<file path="src/rtl/rsre_regs.svh">
// Purpose: opcodes and instruction cycle counts for the exec block
// Assumes: one clock, instruction cycles equal clk cycles
// Notes:   definitions only
`ifndef RSRE_REGS_SVH
`define RSRE_REGS_SVH

`define RSRE_OPC_CLR_CARRY   8'hCF
`define RSRE_OPC_RETURN      8'hAF
`define RSRE_OPC_SBC_RR      8'h32
`define RSRE_OPC_SBC_RIR     8'h33
`define RSRE_OPC_SBC_GG      8'h34
`define RSRE_OPC_SBC_GIG     8'h35
`define RSRE_OPC_SBC_IMM     8'h36
`define RSRE_OPC_ROT_L       4'h9
`define RSRE_OPC_ROT_LC      4'h1
`define RSRE_OPC_ROT_R       4'hE
`define RSRE_OPC_ROT_RC      4'hC

`define RSRE_CYC_SHORT       4'h4
`define RSRE_CYC_LONG        4'h6
`define RSRE_CYC_RETURN      4'h8
`define RSRE_SP_STEP         8'h02

`endif

</file>
<file path="src/rtl/rsre_pkg.sv">
// Purpose: types shared by the exec block and its bench
// Assumes: 8-bit data, 16-bit program counter
// Notes:   constants live in rsre_regs.svh
package rsre_pkg;

  typedef enum logic [2:0] {CLS_NONE, CLS_RCF, CLS_RET, CLS_ROT, CLS_SBC} rsre_cls_t;
  typedef enum logic {ST_IDLE, ST_RUN} rsre_st_t;

  typedef struct packed {
    logic c;
    logic z;
    logic s;
    logic v;
  } rsre_flags_t;

  typedef struct packed {
    logic [7:0] opc;
    logic [7:0] b1;
    logic [7:0] b2;
  } rsre_instr_t;

  typedef struct packed {
    logic       en;
    logic [7:0] addr;
    logic [7:0] data;
  } rsre_wr_t;

  typedef struct packed {
    logic        fl_we;
    rsre_flags_t fl;
    logic        pc_we;
    logic [15:0] pc;
    logic        sp_we;
    logic [7:0]  sp;
  } rsre_upd_t;

endpackage : rsre_pkg

</file>
<file path="src/rtl/rsre_exec.sv">
// Purpose: executes clear-carry, return, four rotates and subtract-with-borrow
// Assumes: register file read is combinational, writes land one cycle later
// Notes:   the core fetches all instruction bytes before pulsing start
//
// Overview of operation
// - clear-carry zeroes carry only, four cycles
// - return loads pc from stack, sp plus two
// - byte at sp is pc high byte
// - return leaves flags alone, resumes at pc
// - rotate left copies bit7 to bit0, carry
// - rotate left through carry uses old carry
// - rotate right copies bit0 to bit7, carry
// - rotate right through carry uses old carry
// - rotates set zero and sign from result
// - rotates flag overflow when bit7 changes
// - subtract writes dst minus src minus carry
// - subtract never writes the source operand
// - subtract carry means borrow occurred
// - subtract overflow by operand and result signs
// - subtract sign and zero from result
// - subtract encodings 32 to 36, sizes, cycles
`timescale 1ns/1ps
`include "rsre_regs.svh"

module rsre_exec (
  input  wire logic                 clk,
  input  wire logic                 sys_rst,
  input  wire logic                 start,
  input  wire rsre_pkg::rsre_instr_t instr,
  input  wire logic [3:0]           wreg_base,
  input  wire rsre_pkg::rsre_flags_t flags_in,
  input  wire logic [7:0]           sp_in,
  output logic [7:0]                mem_rd_addr,
  input  wire logic [7:0]           mem_rd_data,
  output rsre_pkg::rsre_wr_t        wr,
  output rsre_pkg::rsre_upd_t       upd,
  output logic                      busy,
  output logic                      done
);

  ////////////////////////////////////////////////////////////////////////////
  // helpers
  function automatic rsre_pkg::rsre_cls_t decode(input logic [7:0] opc);
    rsre_pkg::rsre_cls_t c;
    c = rsre_pkg::CLS_NONE;
    case (opc)
      `RSRE_OPC_CLR_CARRY: c = rsre_pkg::CLS_RCF;
      `RSRE_OPC_RETURN:    c = rsre_pkg::CLS_RET;
      `RSRE_OPC_SBC_RR, `RSRE_OPC_SBC_RIR, `RSRE_OPC_SBC_GG,
      `RSRE_OPC_SBC_GIG, `RSRE_OPC_SBC_IMM:
        c = rsre_pkg::CLS_SBC;
      default:
      begin
        if (opc[3:1] == 3'h0 && (opc[7:4] == `RSRE_OPC_ROT_L ||
            opc[7:4] == `RSRE_OPC_ROT_LC || opc[7:4] == `RSRE_OPC_ROT_R ||
            opc[7:4] == `RSRE_OPC_ROT_RC))
          c = rsre_pkg::CLS_ROT;
      end
    endcase
    return c;
  endfunction : decode

  // cycle count minus one, the index of the last busy cycle
  function automatic logic [3:0] last_step(input logic [7:0] opc);
    logic [3:0] n;
    n = `RSRE_CYC_SHORT;
    if (opc == `RSRE_OPC_RETURN)
      n = `RSRE_CYC_RETURN;
    else if (decode(opc) == rsre_pkg::CLS_SBC && opc != `RSRE_OPC_SBC_RR)
      n = `RSRE_CYC_LONG;
    return n - 4'h1;
  endfunction : last_step

  // returns {carry out, result}
  function automatic logic [8:0] rotate(input logic [3:0] kind,
                                        input logic [7:0] a,
                                        input logic       cin);
    logic [8:0] r;
    case (kind)
      `RSRE_OPC_ROT_LC: r = {a[7], a[6:0], cin};
      `RSRE_OPC_ROT_R:  r = {a[0], a[0], a[7:1]};
      `RSRE_OPC_ROT_RC: r = {a[0], cin, a[7:1]};
      default:          r = {a[7], a[6:0], a[7]};
    endcase
    return r;
  endfunction : rotate

  // returns {borrow, result}; adds the complement of the source
  function automatic logic [8:0] sub_borrow(input logic [7:0] a,
                                            input logic [7:0] b,
                                            input logic       cin);
    logic [8:0] t;
    t = {1'b0, a} + {1'b0, ~b} + {8'h00, ~cin};
    return {~t[8], t[7:0]};
  endfunction : sub_borrow

  ////////////////////////////////////////////////////////////////////////////
  // state
  rsre_pkg::rsre_st_t    st_q, st_d;
  rsre_pkg::rsre_cls_t   cls_q, cls_d;
  rsre_pkg::rsre_instr_t ins_q, ins_d;
  rsre_pkg::rsre_flags_t flb_q, flb_d;
  rsre_pkg::rsre_wr_t    wr_q, wr_d;
  rsre_pkg::rsre_upd_t   upd_q, upd_d;
  logic [3:0]            step_q, step_d;
  logic [3:0]            last_q, last_d;
  logic [3:0]            wb_q, wb_d;
  logic [7:0]            sp_l_q, sp_l_d;
  logic [7:0]            ptr_q, ptr_d;
  logic [7:0]            b_q, b_d;
  logic [7:0]            hi_q, hi_d;
  logic [7:0]            src_v;
  logic                  done_c;
  logic [7:0]            rd_addr_c;

  ////////////////////////////////////////////////////////////////////////////
  // sequencer and datapath
  // one step per cycle; work steps first, the rest pads out the count
  always_comb
  begin
    logic [8:0] res;
    logic [2:0] form;
    logic       ind;
    logic [3:0] work;
    logic [7:0] dsta;
    logic [7:0] srca;
    res    = 9'h000;
    form   = ins_q.opc[2:0];
    ind    = 1'b0;
    work   = 4'h0;
    dsta   = 8'h00;
    srca   = 8'h00;
    st_d   = st_q;
    cls_d  = cls_q;
    ins_d  = ins_q;
    flb_d  = flb_q;
    step_d = step_q;
    last_d = last_q;
    wb_d   = wb_q;
    sp_l_d = sp_l_q;
    ptr_d  = ptr_q;
    b_d    = b_q;
    hi_d   = hi_q;
    src_v  = b_q;
    wr_d   = '0;
    upd_d  = upd_q;
    upd_d.fl_we = 1'b0;
    upd_d.pc_we = 1'b0;
    upd_d.sp_we = 1'b0;
    done_c    = 1'b0;
    rd_addr_c = 8'h00;
    case (st_q)
      rsre_pkg::ST_IDLE:
      begin
        // unknown opcodes are ignored, busy never rises
        if (start && decode(instr.opc) != rsre_pkg::CLS_NONE)
        begin
          st_d   = rsre_pkg::ST_RUN;
          cls_d  = decode(instr.opc);
          ins_d  = instr;
          last_d = last_step(instr.opc);
          flb_d  = flags_in;
          sp_l_d = sp_in;
          wb_d   = wreg_base;
          step_d = 4'h0;
        end
      end
      rsre_pkg::ST_RUN:
      begin
        step_d = step_q + 4'h1;
        if (step_q == last_q)
        begin
          done_c = 1'b1;
          st_d   = rsre_pkg::ST_IDLE;
        end
        case (cls_q)
          rsre_pkg::CLS_RCF:
          begin
            if (step_q == 4'h0)
            begin
              upd_d.fl_we = 1'b1;
              upd_d.fl    = flb_q;
              upd_d.fl.c  = 1'b0;
            end
          end
          rsre_pkg::CLS_RET:
          begin
            // flags untouched; the core fetches from the new pc after done
            if (step_q == 4'h0)
            begin
              rd_addr_c = sp_l_q;
              hi_d      = mem_rd_data;
            end
            else if (step_q == 4'h1)
            begin
              rd_addr_c   = sp_l_q + 8'h01;
              upd_d.pc_we = 1'b1;
              upd_d.pc    = {hi_q, mem_rd_data};
              upd_d.sp_we = 1'b1;
              upd_d.sp    = sp_l_q + `RSRE_SP_STEP;
            end
          end
          rsre_pkg::CLS_ROT:
          begin
            ind  = ins_q.opc[0];
            work = ind ? 4'h1 : 4'h0;
            dsta = ind ? ptr_q : ins_q.b1;
            if (ind && step_q == 4'h0)
            begin
              rd_addr_c = ins_q.b1;
              ptr_d     = mem_rd_data;
            end
            else if (step_q == work)
            begin
              rd_addr_c   = dsta;
              res         = rotate(ins_q.opc[7:4], mem_rd_data, flb_q.c);
              wr_d        = '{en: 1'b1, addr: dsta, data: res[7:0]};
              upd_d.fl_we = 1'b1;
              upd_d.fl.c  = res[8];
              upd_d.fl.z  = (res[7:0] == 8'h00);
              upd_d.fl.s  = res[7];
              upd_d.fl.v  = res[7] ^ mem_rd_data[7];
            end
          end
          rsre_pkg::CLS_SBC:
          begin
            // working forms pack dst and src nibbles into one byte
            ind  = (form == 3'h3) || (form == 3'h5);
            srca = form[2] ? ins_q.b1 : {wb_q, ins_q.b1[3:0]};
            dsta = form[2] ? ins_q.b2 : {wb_q, ins_q.b1[7:4]};
            if (form == 3'h6)
              dsta = ins_q.b1;
            work  = (form == 3'h6) ? 4'h0 : (ind ? 4'h2 : 4'h1);
            src_v = (form == 3'h6) ? ins_q.b2 : b_q;
            if (step_q == 4'h0 && form != 3'h6)
            begin
              rd_addr_c = srca;
              ptr_d     = ind ? mem_rd_data : ptr_q;
              b_d       = ind ? b_q : mem_rd_data;
            end
            else if (step_q == 4'h1 && ind)
            begin
              rd_addr_c = ptr_q;
              b_d       = mem_rd_data;
            end
            else if (step_q == work)
            begin
              // only the destination is written; the source stays intact
              rd_addr_c   = dsta;
              res         = sub_borrow(mem_rd_data, src_v, flb_q.c);
              wr_d        = '{en: 1'b1, addr: dsta, data: res[7:0]};
              upd_d.fl_we = 1'b1;
              upd_d.fl.c  = res[8];
              upd_d.fl.z  = (res[7:0] == 8'h00);
              upd_d.fl.s  = res[7];
              upd_d.fl.v  = (mem_rd_data[7] ^ src_v[7]) &
                            (res[7] == src_v[7]);
            end
          end
          default:
          begin
            st_d = rsre_pkg::ST_IDLE;
          end
        endcase
      end
      default:
      begin
        st_d = rsre_pkg::ST_IDLE;
      end
    endcase
  end

  // register stage; write and update ports are all flop outputs
  always_ff @(posedge clk or posedge sys_rst)
  begin
    if (sys_rst)
    begin
      st_q   <= rsre_pkg::ST_IDLE;
      cls_q  <= rsre_pkg::CLS_NONE;
      ins_q  <= '0;
      flb_q  <= '0;
      wr_q   <= '0;
      upd_q  <= '0;
      step_q <= 4'h0;
      last_q <= 4'h0;
      wb_q   <= 4'h0;
      sp_l_q <= 8'h00;
      ptr_q  <= 8'h00;
      b_q    <= 8'h00;
      hi_q   <= 8'h00;
    end
    else
    begin
      st_q   <= st_d;
      cls_q  <= cls_d;
      ins_q  <= ins_d;
      flb_q  <= flb_d;
      wr_q   <= wr_d;
      upd_q  <= upd_d;
      step_q <= step_d;
      last_q <= last_d;
      wb_q   <= wb_d;
      sp_l_q <= sp_l_d;
      ptr_q  <= ptr_d;
      b_q    <= b_d;
      hi_q   <= hi_d;
    end
  end

  // outputs
  assign mem_rd_addr = rd_addr_c;
  assign wr          = wr_q;
  assign upd         = upd_q;
  assign busy        = (st_q == rsre_pkg::ST_RUN);
  assign done        = done_c;

  ////////////////////////////////////////////////////////////////////////////
  // checks
  logic acc;
  assign acc = (st_q == rsre_pkg::ST_IDLE) && start &&
               (decode(instr.opc) != rsre_pkg::CLS_NONE);
endmodule : rsre_exec

</file>
<file path="config.mk">
export PLATFORM = sky130hd
export DESIGN_NAME = rsre_exec
export DESIGN_NICKNAME = d
export VERILOG_FILES = /design/src/rtl/rsre_pkg.sv /design/src/rtl/rsre_exec.sv
export VERILOG_INCLUDE_DIRS = /design/src /design/src/rtl
export SDC_FILE = /design/constraint.sdc
export NUM_CORES = 1
export LEC_CHECK = 0
export BUFFER_PORTS_ARGS = -buffer_cell sky130_fd_sc_hd__buf_4
export CAP_MARGIN = 20
export CORE_MARGIN = 2
export CORE_UTILIZATION = 53
export CTS_CLUSTER_DIAMETER = 50
export DETAILED_ROUTE_END_ITERATION = 12
export PLACE_DENSITY_LB_ADDON = 0.15
export SLEW_MARGIN = 5
export SYNTH_ARGS = -nofsm -noshare
export SYNTH_HDL_FRONTEND = slang
export SYNTH_SLANG_ARGS = --single-unit
export TNS_END_PERCENT = 100
</file>
<file path="constraint.sdc">
create_clock -name clk -period 5.09 [get_ports clk]
set_input_delay 0 -clock clk [delete_from_list [all_inputs] [get_ports clk]]
set_output_delay 0 -clock clk [all_outputs]
set_load 0.03 [all_outputs]
</file>
=== Word level (Yosys, flattened, before mapping) ===
Cells that the tools add are included.

* Add/subtract/negate cells: 6
* $mul: 0
* Div/mod/pow operators: 0
* Order comparisons: 0
* Equal/unequal tests: 40
* Shift-type cells: 0
* Mux-type cells: 66
* Bitwise operators: 8
* Reduce and logical (&&, ||, !) cells: 26

{| class="wikitable"
|+ Operators by type and width
! kind !! number
|-
| 2-to-1 mux 8 bit || 19
|-
| 2-to-1 mux 17 bit || 6
|-
| 2-to-1 mux 26 bit || 3
|-
| == test 8 x 6 -> 1 bit, second input constant || 5
|-
| 2-to-1 mux 9 bit || 4
|-
| one-hot mux 17 bit (2 select lines) || 1
|-
| 2-to-1 mux 31 bit || 1
|-
| 2-to-1 mux 5 bit || 6
|-
| one-hot mux 9 bit (3 select lines) || 1
|-
| one-hot mux 8 bit (3 select lines) || 1
|-
| != test 2 bit, second input constant || 11
|-
| == test 4 bit, second input constant || 5
|-
| == test 8 bit, second input constant || 2
|-
| logical NOT 8 bit || 2
|-
| 2-to-1 mux 4 bit || 4
|-
| one-hot mux 8 bit (2 select lines) || 1
|-
| one-hot mux 5 bit (3 select lines) || 1
|-
| == test 3 bit, second input constant || 4
|-
| == test 4 x 1 -> 1 bit, second input constant || 3
|-
| 2-to-1 mux 3 bit || 4
|-
| adder 8 x 8 -> 9 bit || 1
|-
| adder 9 x 1 -> 9 bit || 1
|-
| == test 3 x 2 -> 1 bit, second input constant || 3
|-
| one-hot mux 3 bit (3 select lines) || 1
|-
| 33 further kinds || 56
|}

* Register bits after elaboration: 124
* Bits in latches: 0
* Memory bits (writable): 0
* Bits in read-only memories: 0
* Output and inout bits: 58
* Logic and storage cells: 174
* Memories kept: 0

=== Depth between registers and ports, before layout ===
Gate-level depths: netlist (run 1).

* Depth in word-level cells: 19
* Depth in mapped cells: 12
* Mapped depth without buffers: 10

=== Worst setup path after synthesis (run 1) ===
Ideal clock, no wire load.

* Path kind: reg2reg
* Start point: reg ins_q[16] (netlist bit)
* End point: reg wr_q, in the netlist wr[6]
* Setup time: 0.072 ns
* Arrival: 3.071 ns
* Data required time: 5.018 ns
* Path slack: 1.947 ns
* Stages on the path, launching flop included: 13
* Path buffers: 2
* Period minus slack after synthesis: 3.143 ns
* Path through: dfrtp_1 > buf_2 > nand3b_1 > buf_4 > mux2i_1 > fa_1 > fa_1 > and3_1 > o21ai_1 > or4b_1 > o311a_1 > o22a_2 > nor2_1

{| class="wikitable"
|+ RTL lines
! element !! RTL line !! RTL
|-
| start: declaration || rsre_exec.sv:101 || <nowiki>rsre_pkg::rsre_instr_t ins_q, ins_d;</nowiki>
|-
| start signal: assignment || rsre_exec.sv:296 || <nowiki>ins_q <= ins_d;</nowiki>
|-
| end signal: assignment || rsre_exec.sv:298 || <nowiki>wr_q <= wr_d;</nowiki>
|-
| end: declaration || rsre_exec.sv:103 || <nowiki>rsre_pkg::rsre_wr_t wr_q, wr_d;</nowiki>
|}

==> flow_summary.yaml, run 1 <==
floorplanning:
  die_height_um: 117
  die_area_sq_um: 13700
  dieWidth_um: 117
  ios: 109
  core-area_sq_um: 12500
  num_rows: 41
  initial_utilization_pct: 53.9
placed_design:
  post-place-ws_ps: 1500
  gp_congestion: 0.902
  hpwl_um: 12700
  io_buffers: 108
  place_inst: 886
grt:
  grt_pass1_vias: 5508
  track_usage_pct: 28.0
  antenna_found_initial: 0
  grt_pass1_wl_um: 29000
  grt_max_degree: 72
  grt_overflow: 0
logic_synthesis:
  synth_edf_count: 0
  async_flop_share_pct: 100
  ys_seq_elements: 122
  synth.distinct_cells: 71
  syn-num-nets: 702
  ys.flop_type: "dfrtp_1"
  synth_top_area_share_pct: 45.2
  syn_avg_cell_area_sq_um: 10.6
  synthesis.area_sq_um: 6750
  ys_seq_area_share_pct: 45.2
  synth_area_leader_cell: "dfrtp_1"
  yosysWarnings: 0
  syn_inst: 637
  synth.area.top_cells: "dfrtp_1 (45%), mux2_2 (12%), a21oi_1 (4.0%)"
sta:
  maxSlewViolCount: 0
  clock_skew_ps: 7.35
  fin_hold_ws_ps: 119
  relSlewSlack_pct: 31.3
  hold_violations: 0
  tns_ps: 0
  finalSetupViolations: 0
  post-route-period-util_pct: 71.6
  rsz0062_at_grt: "no"
  finalCriticalPeriod_ps: 3650
  fin_ws_ps: 1440
  tightest_slew_ps: 1020
  max_freq_mhz: 274
critical_path:
  crit_chain: "nand3b_1, buf_4, mux2i_1, fa_1, fa_1, and3_1, o21ai_1, or4b_1, o311a_1, o22a_2, nor2_1"
  worstPathRequired_ps: 5440
  crit_path_max_incr_delay_ps: 870
  crit_family: "flip-flops"
  worstPathArrival_ps: 4000
  critPathKind: "reg -> reg"
  slowest_stage: "dfrtp_1"
  reg2reg_slack_ps: 1440
  cp_max_fo: 23
  startpoint_type: "flip-flop"
  endpoint_kind: "flip-flop"
  worst-path-buf-inv: 1
  cp_common_cell: "fa_1"
detailed_routing:
  wl_per_cell_um: 19.1
  drtAntennaViolNets: 0
  via_per_inst: 5.73
  vias: 5555
  drtPass1Iterations: 5
  drt-initial-drc-count: 427
  wl_um: 18500
  route.detailed.drc: 0
clock_network:
  htree_levels: 4
  cts_tree: "done"
  ctsResizeCount: 0
  postCtsSetupBuffers: 0
  postCtsHoldBufs: 50
  cts_sinks: 122
  cts_made_buffers: 17
  clk_latency_ps: 420
  clk_pin_slew_ps: 60
  clock-root-buffer: "clkbuf_16"
  clock_path_buffers: 2
power_and_ir_drop:
  ir_worst_vdd_mv: 0.248
  leakagePower_uw: 0.00394
  cellPowerDensity_nw_per_um2: 480
layout:
  stdcell_count: 969
  final_common_cell: "dfrtp_1"
  diodes: 0
  drive_gt1_share_pct: 30.1
  nNetsFinal: 849
  final_cell_mix: "dfrtp_1 (122), buf_4 (115), mux2_2 (71)"
  area_delta_synth_final_pct: 29.4
status:
  status: "finished, final reports clean"
hold_path:
  hold_path.class: "in -> reg"
run:
  cap_viol_max_count: 0
[flip-flops by register name (all words and copies together) (netlist names)]
name	count
upd	30
ins_q	23
wr	17
b_q	8
hi_q	8
ptr_q	8
sp_l_q	8
flb_q	4
last_q	4
step_q	4
wb_q	4
cls_q	3
busy	1
[where the power goes]
part           switching [uW]  leakage, uW  total, uW  internal, uW
sequential                301      0.00159       1490          1190
combinational             826      0.00207       1500           673
clock                     452     0.000282       1200           748
[layer usage]
layer	up-vias	part of all wire (%)	track usage, %
met2	182	51	48.2
met3	19	5.0	5.87
met1	2758	43	36.7
li1	2596	-	-
met5	-	0	0
met4	0	0.85	6.43
[worst paths after layout]
path                            startpoint         to  cells past startpoint
worst min register to register   last_q[0]  last_q[0]                      1
worst max register to register   ins_q[18]      wr[6]                     11
max in group asynchronous          sys_rst     upd[6]                      4
min in group asynchronous          sys_rst      wr[1]                      3
worst max-delay path             ins_q[18]      wr[6]                     11
worst min-delay path             instr[19]   cls_q[0]                      4
[metrics by stage]
stage | util [%] | cell area [sq um] | power [uW]
after global placement | 60.8 | 7620 | 2900
after floorplan | - | 6750 | 2540
after detailed placement | 60.9 | 7630 | 2940
final | 69.8 | 8740 | 4190
after CTS | 69.7 | 8720 | 4190
after global routing | 69.8 | 8740 | 4410
[worst register-to-register path, stage by stage, from the launching register on]
cell      delay, ps
dfrtp_1         870
nand3b_1        140
buf_4           230
mux2i_1         160
fa_1            450
fa_1            420
and3_1          180
o21ai_1         210
or4b_1          450
o311a_1         150
o22a_2          220
nor2_1           90
[area by class of cell]
cell class	count	area, sq um
timing repair buffer	167	1390
sequential	122	3050
clock buffer	19	453
clock inverter	13	140
multi-input combinational	467	3450
inverter	9	36.3
fill	962	3780
tap	172	215
[cells in the mapped netlist, types with 4 or more instances]
master / count
mux2_2: 71
nor2b_1: 13
nand4_1: 4
nor2_1: 51
nand3_1: 11
nand3b_1: 7
inv_1: 9
dfrtp_1: 122
and3_1: 8
mux2i_1: 27
nor4b_1: 5
clkbuf_1: 17
buf_4: 9
a222oi_1: 4
ha_1: 12
a21o_1: 4
nor3_1: 9
a31oi_1: 6
buf_2: 10
nand2_1: 52
o21a_1: 4
xor2_1: 15
mux2_1: 12
xnor2_1: 7
nand2b_1: 6
a21oi_1: 54
o21ai_0: 17
nor4_1: 6
[kinds of logic (layout without fill, tap and decap cells)]
logic type	after synthesis	count (layout)	synth area share [%]
xor+xnor	22	22	2.85
buf+inv	48	208	3.69
compound gates	126	126	12.6
flops	122	122	45.2
fa+ha+maj	14	14	2.82
mux	110	110	17.8
simple gates	195	195	14.9
No activity file was read; power rests on OpenSTA's default activity.
==> run 2, diff against run 1 <==
CORE_UTILIZATION = 52   (was 53)
clock period = 3 ns   (was 5.09 ns; I/O delays follow)
==> run 2 against run 1 <==
Die area rose by 1.9%. Clock-buffer cell count rose by 3. First-iteration DRC count did not move. Clock power rose by 63%. Critical path depth fell by 1. Total power rose by 73%. Critical path type unchanged. Largest cell class unchanged. Largest power group unchanged. Highest routed layer unchanged.
==> flow_summary.yaml, run 2 (same netlist as run 1, synthesis figures left out) <==
placed_design:
  io_buffers: 108
  place_inst: 901
  gp_congestion: 0.925
  hpwl_um: 13000
  place_area_sq_um: 7760
detailed_routing:
  wl_per_cell_um: 19.1
  drtPass1Iterations: 5
  drtAntennaViolNets: 0
  route.detailed.drc: 0
  drt-initial-drc-count: 427
  via_per_inst: 5.76
  wl_um: 18800
  vias: 5673
critical_path:
  endpoint_kind: "flip-flop"
  cp_max_fo: 3
  startpoint_type: "flip-flop"
  worstPathRequired_ps: 3340
  critPathKind: "reg -> reg"
  worstPathArrival_ps: 3250
floorplanning:
  dieWidth_um: 118
  die_area_sq_um: 13900
  core-area_sq_um: 12700
  num_rows: 41
  initial_utilization_pct: 53.3
  die_height_um: 118
  ios: 109
sta:
  relSlewSlack_pct: 42.9
  post-route-period-util_pct: 96.9
  hold_violations: 0
  tightest_slew_ps: 855
  finalSetupViolations: 0
  finalCriticalPeriod_ps: 2910
  rsz0062_at_grt: "no"
  max_freq_mhz: 344
  maxSlewViolCount: 0
  clock_skew_ps: 11.4
  tns_ps: 0
grt:
  antenna_found_initial: 0
  track_usage_pct: 28.4
  grt_max_degree: 46
  grt_pass1_wl_um: 31000
  grt_pass1_vias: 5776
  grt_overflow: 0
clock_network:
  clock-root-buffer: "clkbuf_16"
  clk_pin_slew_ps: 60
  clk_latency_ps: 420
  htree_levels: 4
  cts_sinks: 122
  cts_tree: "done"
  cts_made_buffers: 17
  clock_path_buffers: 2
layout:
  fin_area_sq_um: 8890
  multiInputGateArea_sq_um: 3490
  area_delta_synth_final_pct: 31.7
  final_common_cell: "buf_4"
  regArea_sq_um: 3050
  diodes: 0
  final_cell_mix: "buf_4 (133), dfrtp_1 (121), mux2_2 (71)"
  drive_gt1_share_pct: 32.6
  n_fill_cell: 980
  stdcell_count: 985
  largest_reg_flops: 30
  nNetsFinal: 867
power_and_ir_drop:
  cellPowerDensity_nw_per_um2: 815
  leakagePower_uw: 0.00402
  ir_worst_vdd_mv: 0.560
run:
  cap_viol_max_count: 0
status:
  status: "finished, final reports clean"
hold_path:
  hold_path.class: "in -> reg"
## run 2: cell types whose count changed in the layout (fill, tap and decap cells not counted), moves of 2 or more
cell	previous run	this run
buf_4	115	133
clkbuf_1	0	3
clkinvlp_4	4	2
fa_1	2	0
fa_2	0	2
inv_6	3	0
## run 2: layout make-up
class,instances,share of cell area (%)
Clock buffer,22,5.22
Inverter,9,0.422
Timing Repair Buffer,185,17.2
Multi-Input combinational cell,467,39.3
Clock inverter,8,1.08
Tap cell,172,2.42
Sequential cell,122,34.4
## run 2: timing repair
| item | 4_1_cts | 5_1_grt |
|---|---|---|
| resized for setup | 1 | 9 |
| endpoints found under the setup margin | 2 | 7 |
| hold buffers | 50 | 0 |
| pin swaps | 0 | 3 |
| endpoints found under the hold margin | 112 | 0 |
| buffers inserted | 0 | 4 |
## run 2: critical path: stages (launching register included)
cell	delay, ps
dfrtp_1	370
nand3b_1	250
mux2i_2	210
fa_2	370
fa_2	360
and3_4	160
o21ai_2	170
or4b_1	450
o311a_1	150
o22a_2	220
nor2_1	110
## run 2: report_power, final
| group | switching [uW] | internal, uW | total [uW] |
|---|---|---|---|
| logic | 1540 | 1280 | 2820 |
| registers | 448 | 2020 | 2470 |
| clock network | 707 | 1250 | 1960 |
| total | 2690 | 4550 | 7250 |
## run 2: worst paths after layout
path,startpoint,end,slack (ps),cells past startpoint
hold / removal,instr[19],last_q[1],70,4
setup reg to reg,ins_q[16],wr[6],90,10
min in group asynchronous,sys_rst,ins_q[20],310,3
hold reg to reg,hi_q[3],upd[20],490,1
setup / recovery,ins_q[16],wr[6],90,10
max in group asynchronous,sys_rst,step_q[1],1760,4
## run 2: through the flow
step	worst slack (ps)	util [%]	total power, uW	hold WS, ps
floorplan	15.2	-	4320	117
detailed placement	129	61.2	5090	214
finish	92.0	70.1	7250	69.8
CTS	34.7	69.6	7130	64.3
global placement	225	61.2	5020	199
global route	10.9	70.1	7670	127
## run 2: metal layers
layer / GRT usage, % / part of all wire [%] / wire [um]
met3: 4.70 / 4.7 / 882
met4: 11.3 / 2.7 / 508
met2: 45.3 / 49 / 9120
met1: 38.7 / 44 / 8280
met5: 0 / 0 / 0
==> run 3, diff against run 2 <==
ABC_AREA = 1   (was default)
==> run 3 against run 2 <==
Register-to-register slack gained 230 ps. Sequential share of layout area grew 0.43 points. Clock power grew 4%. Critical path type is now reg -> out. Synthesized cell count is 41% higher. Sequential cell count unchanged. Final cell count is 26% higher. Worst setup slack better by 91 ps. Non-clock buffer count down 16. Combinational power shrank 2%. Largest cell class unchanged.
==> flow_summary.yaml, run 3 <==
status:
  status: "finished, final reports clean"
critical_path:
  slowest_stage: "dfrtp_1"
  worstPathRequired_ps: 3000
  critPathKind: "reg -> out"
  crit_chain: "inv_1, ha_1, inv_1, nor2_4, nand2_1, nand3_1, inv_4, o211ai_1, nand2_1, nor2_1, a21oi_1, buf_4"
  rr_worst_depth: 15
  worst-path-buf-inv: 4
  crit_path_max_incr_delay_ps: 490
  cp_max_fo: 18
  r2r_end: "upd[28]"
  reg2reg_from: "ins_q[16]"
  startpoint_type: "flip-flop"
  reg2reg_slack_ps: 320
  worstPathArrival_ps: 2820
  crit_family: "buffers and inverters"
  endpoint_kind: "primary output"
clock_network:
  cts_made_buffers: 17
  clock-root-buffer: "clkbuf_16"
  cts_tree: "done"
  cts_sinks: 122
  clk_latency_ps: 430
  clock_path_buffers: 2
  clk_pin_slew_ps: 60
  htree_levels: 4
detailed_routing:
  wl_um: 19000
  drtPass1Iterations: 5
  route.detailed.drc: 0
  drt-initial-drc-count: 662
  via_per_inst: 5.26
  vias: 6529
  wl_per_cell_um: 15.3
  drtAntennaViolNets: 0
logic_synthesis:
  ys_top_cells_by_count: "nand2_1 (285), dfrtp_1 (122), o21ai_0 (121), inv_1 (97), nor2_1 (55)"
  syn_inst: 900
  synth_area_leader_cell: "dfrtp_1"
  synth_top_area_share_pct: 45.5
  ys.flop_type: "dfrtp_1"
  async_flop_share_pct: 100
  yosysWarnings: 0
  ys_seq_elements: 122
  syn_avg_cell_area_sq_um: 7.45
  synth.distinct_cells: 41
  synth.area.top_cells: "dfrtp_1 (46%), nand2_1 (16%), o21ai_0 (9.0%)"
  synthesis.area_sq_um: 6700
  syn-num-nets: 965
  yosysMostFrequentCell: "nand2_1"
  ys_seq_area_share_pct: 45.5
  synth_edf_count: 0
layout:
  final_cell_mix: "nand2_1 (285), dfrtp_1 (122), o21ai_0 (121)"
  final_common_cell: "nand2_1"
  drive_gt1_share_pct: 17.0
  largest_reg_flops: 30
  nNetsFinal: 1121
  diodes: 0
  area_delta_synth_final_pct: 30.9
  fin_util_pct: 69.5
grt:
  grt_overflow: 0
  grt_max_degree: 64
  grt_pass1_wl_um: 31200
  grt_pass1_vias: 5974
  track_usage_pct: 28.7
  antenna_found_initial: 0
run:
  cap_viol_max_count: 0
sta:
  maxSlewViolCount: 0
  fin_hold_ws_ps: 198
  fin_ws_ps: 183
  clock_skew_ps: 6.07
  relSlewSlack_pct: 61.1
  rsz0062_at_grt: "no"
  hold_violations: 0
  tightest_slew_ps: 582
  max_freq_mhz: 355
  finalSetupViolations: 0
  post-route-period-util_pct: 93.9
  finalCriticalPeriod_ps: 2820
  tns_ps: 0
floorplanning:
  num_rows: 41
  ios: 109
  dieWidth_um: 118
  die_area_sq_um: 13800
  initial_utilization_pct: 53.1
  core-area_sq_um: 12600
  die_height_um: 118
placed_design:
  io_buffers: 108
  hpwl_um: 13900
  post-place-ws_ps: 387
  gp_congestion: 0.921
power_and_ir_drop:
  leakagePower_uw: 0.00447
  ir_worst_vdd_mv: 0.431
  cellPowerDensity_nw_per_um2: 829
hold_path:
  hold_path.class: "in -> async"
-- run 3: where the power goes --
group	internal, uW	switching [uW]	total (uW)
clock network	1270	775	2040
logic	958	1810	2770
registers	2110	347	2460
-- run 3: logic make-up after synthesis --
kind of cell / synth area share, %
buffers and inverters: 8.55
adder cells (fa/ha/maj): 2.84
AND/OR/NAND/NOR: 26.7
multiplexers: 0.299
AO/OA/AOI/OAI: 14.7
flip-flops: 45.5
XOR/XNOR: 1.31
-- run 3: cell type report --
type	count	area [sq um]
Inverter	107	410
Multi-Input combinational cell	639	3080
Clock buffer	19	453
Fill cell	1086	3850
Tap cell	172	215
Timing Repair Buffer	169	1420
Sequential cell	122	3050
Clock inverter	13	145
-- run 3: worst max path at each step --
stage                     slack [ps]  cells past startpoint        endpoint      start
after global placement           430                     15         upd[28]  ins_q[16]
after detailed placement         390                     15         upd[28]  ins_q[16]
after floorplan                  160                     18         upd[28]  ins_q[16]
after CTS                        110                     12  mem_rd_addr[7]  step_q[0]
final                            180                     12  mem_rd_addr[7]  step_q[0]
after global routing              30                     12  mem_rd_addr[1]  step_q[0]
-- run 3: repair_timing --
item                                    in CTS  in global routing
buffers inserted                             0                  0
endpoints found under the setup margin       0                  4
hold buffers                                50                  0
hold endpoints to repair                    85                  0
resized for setup                            0                  2
-- run 3: metrics by stage --
stage | area (sq um) | total power [uW] | cells
after floorplan | 6710 | 4320 | 900
after global placement | 7670 | 5100 | 1159
after detailed placement | 7670 | 5140 | 1159
after CTS | 8770 | 7250 | 1241
after global routing | 8770 | 7760 | 1241
final | 8770 | 7270 | 1241
-- run 3: layer usage --
layer	wire length (um)	up-vias	global-route usage (%)
met5	0	-	0
met4	351	0	9.56
met3	1440	28	6.64
met2	8410	274	42.0
met1	8820	3025	42.2
li1	-	3202	-
-- run 3: worst min-delay path, cell delays in order --
cell and delay [ps]:
dlygate4sd3_1 540, buf_4 140, clkinvlp_4 390
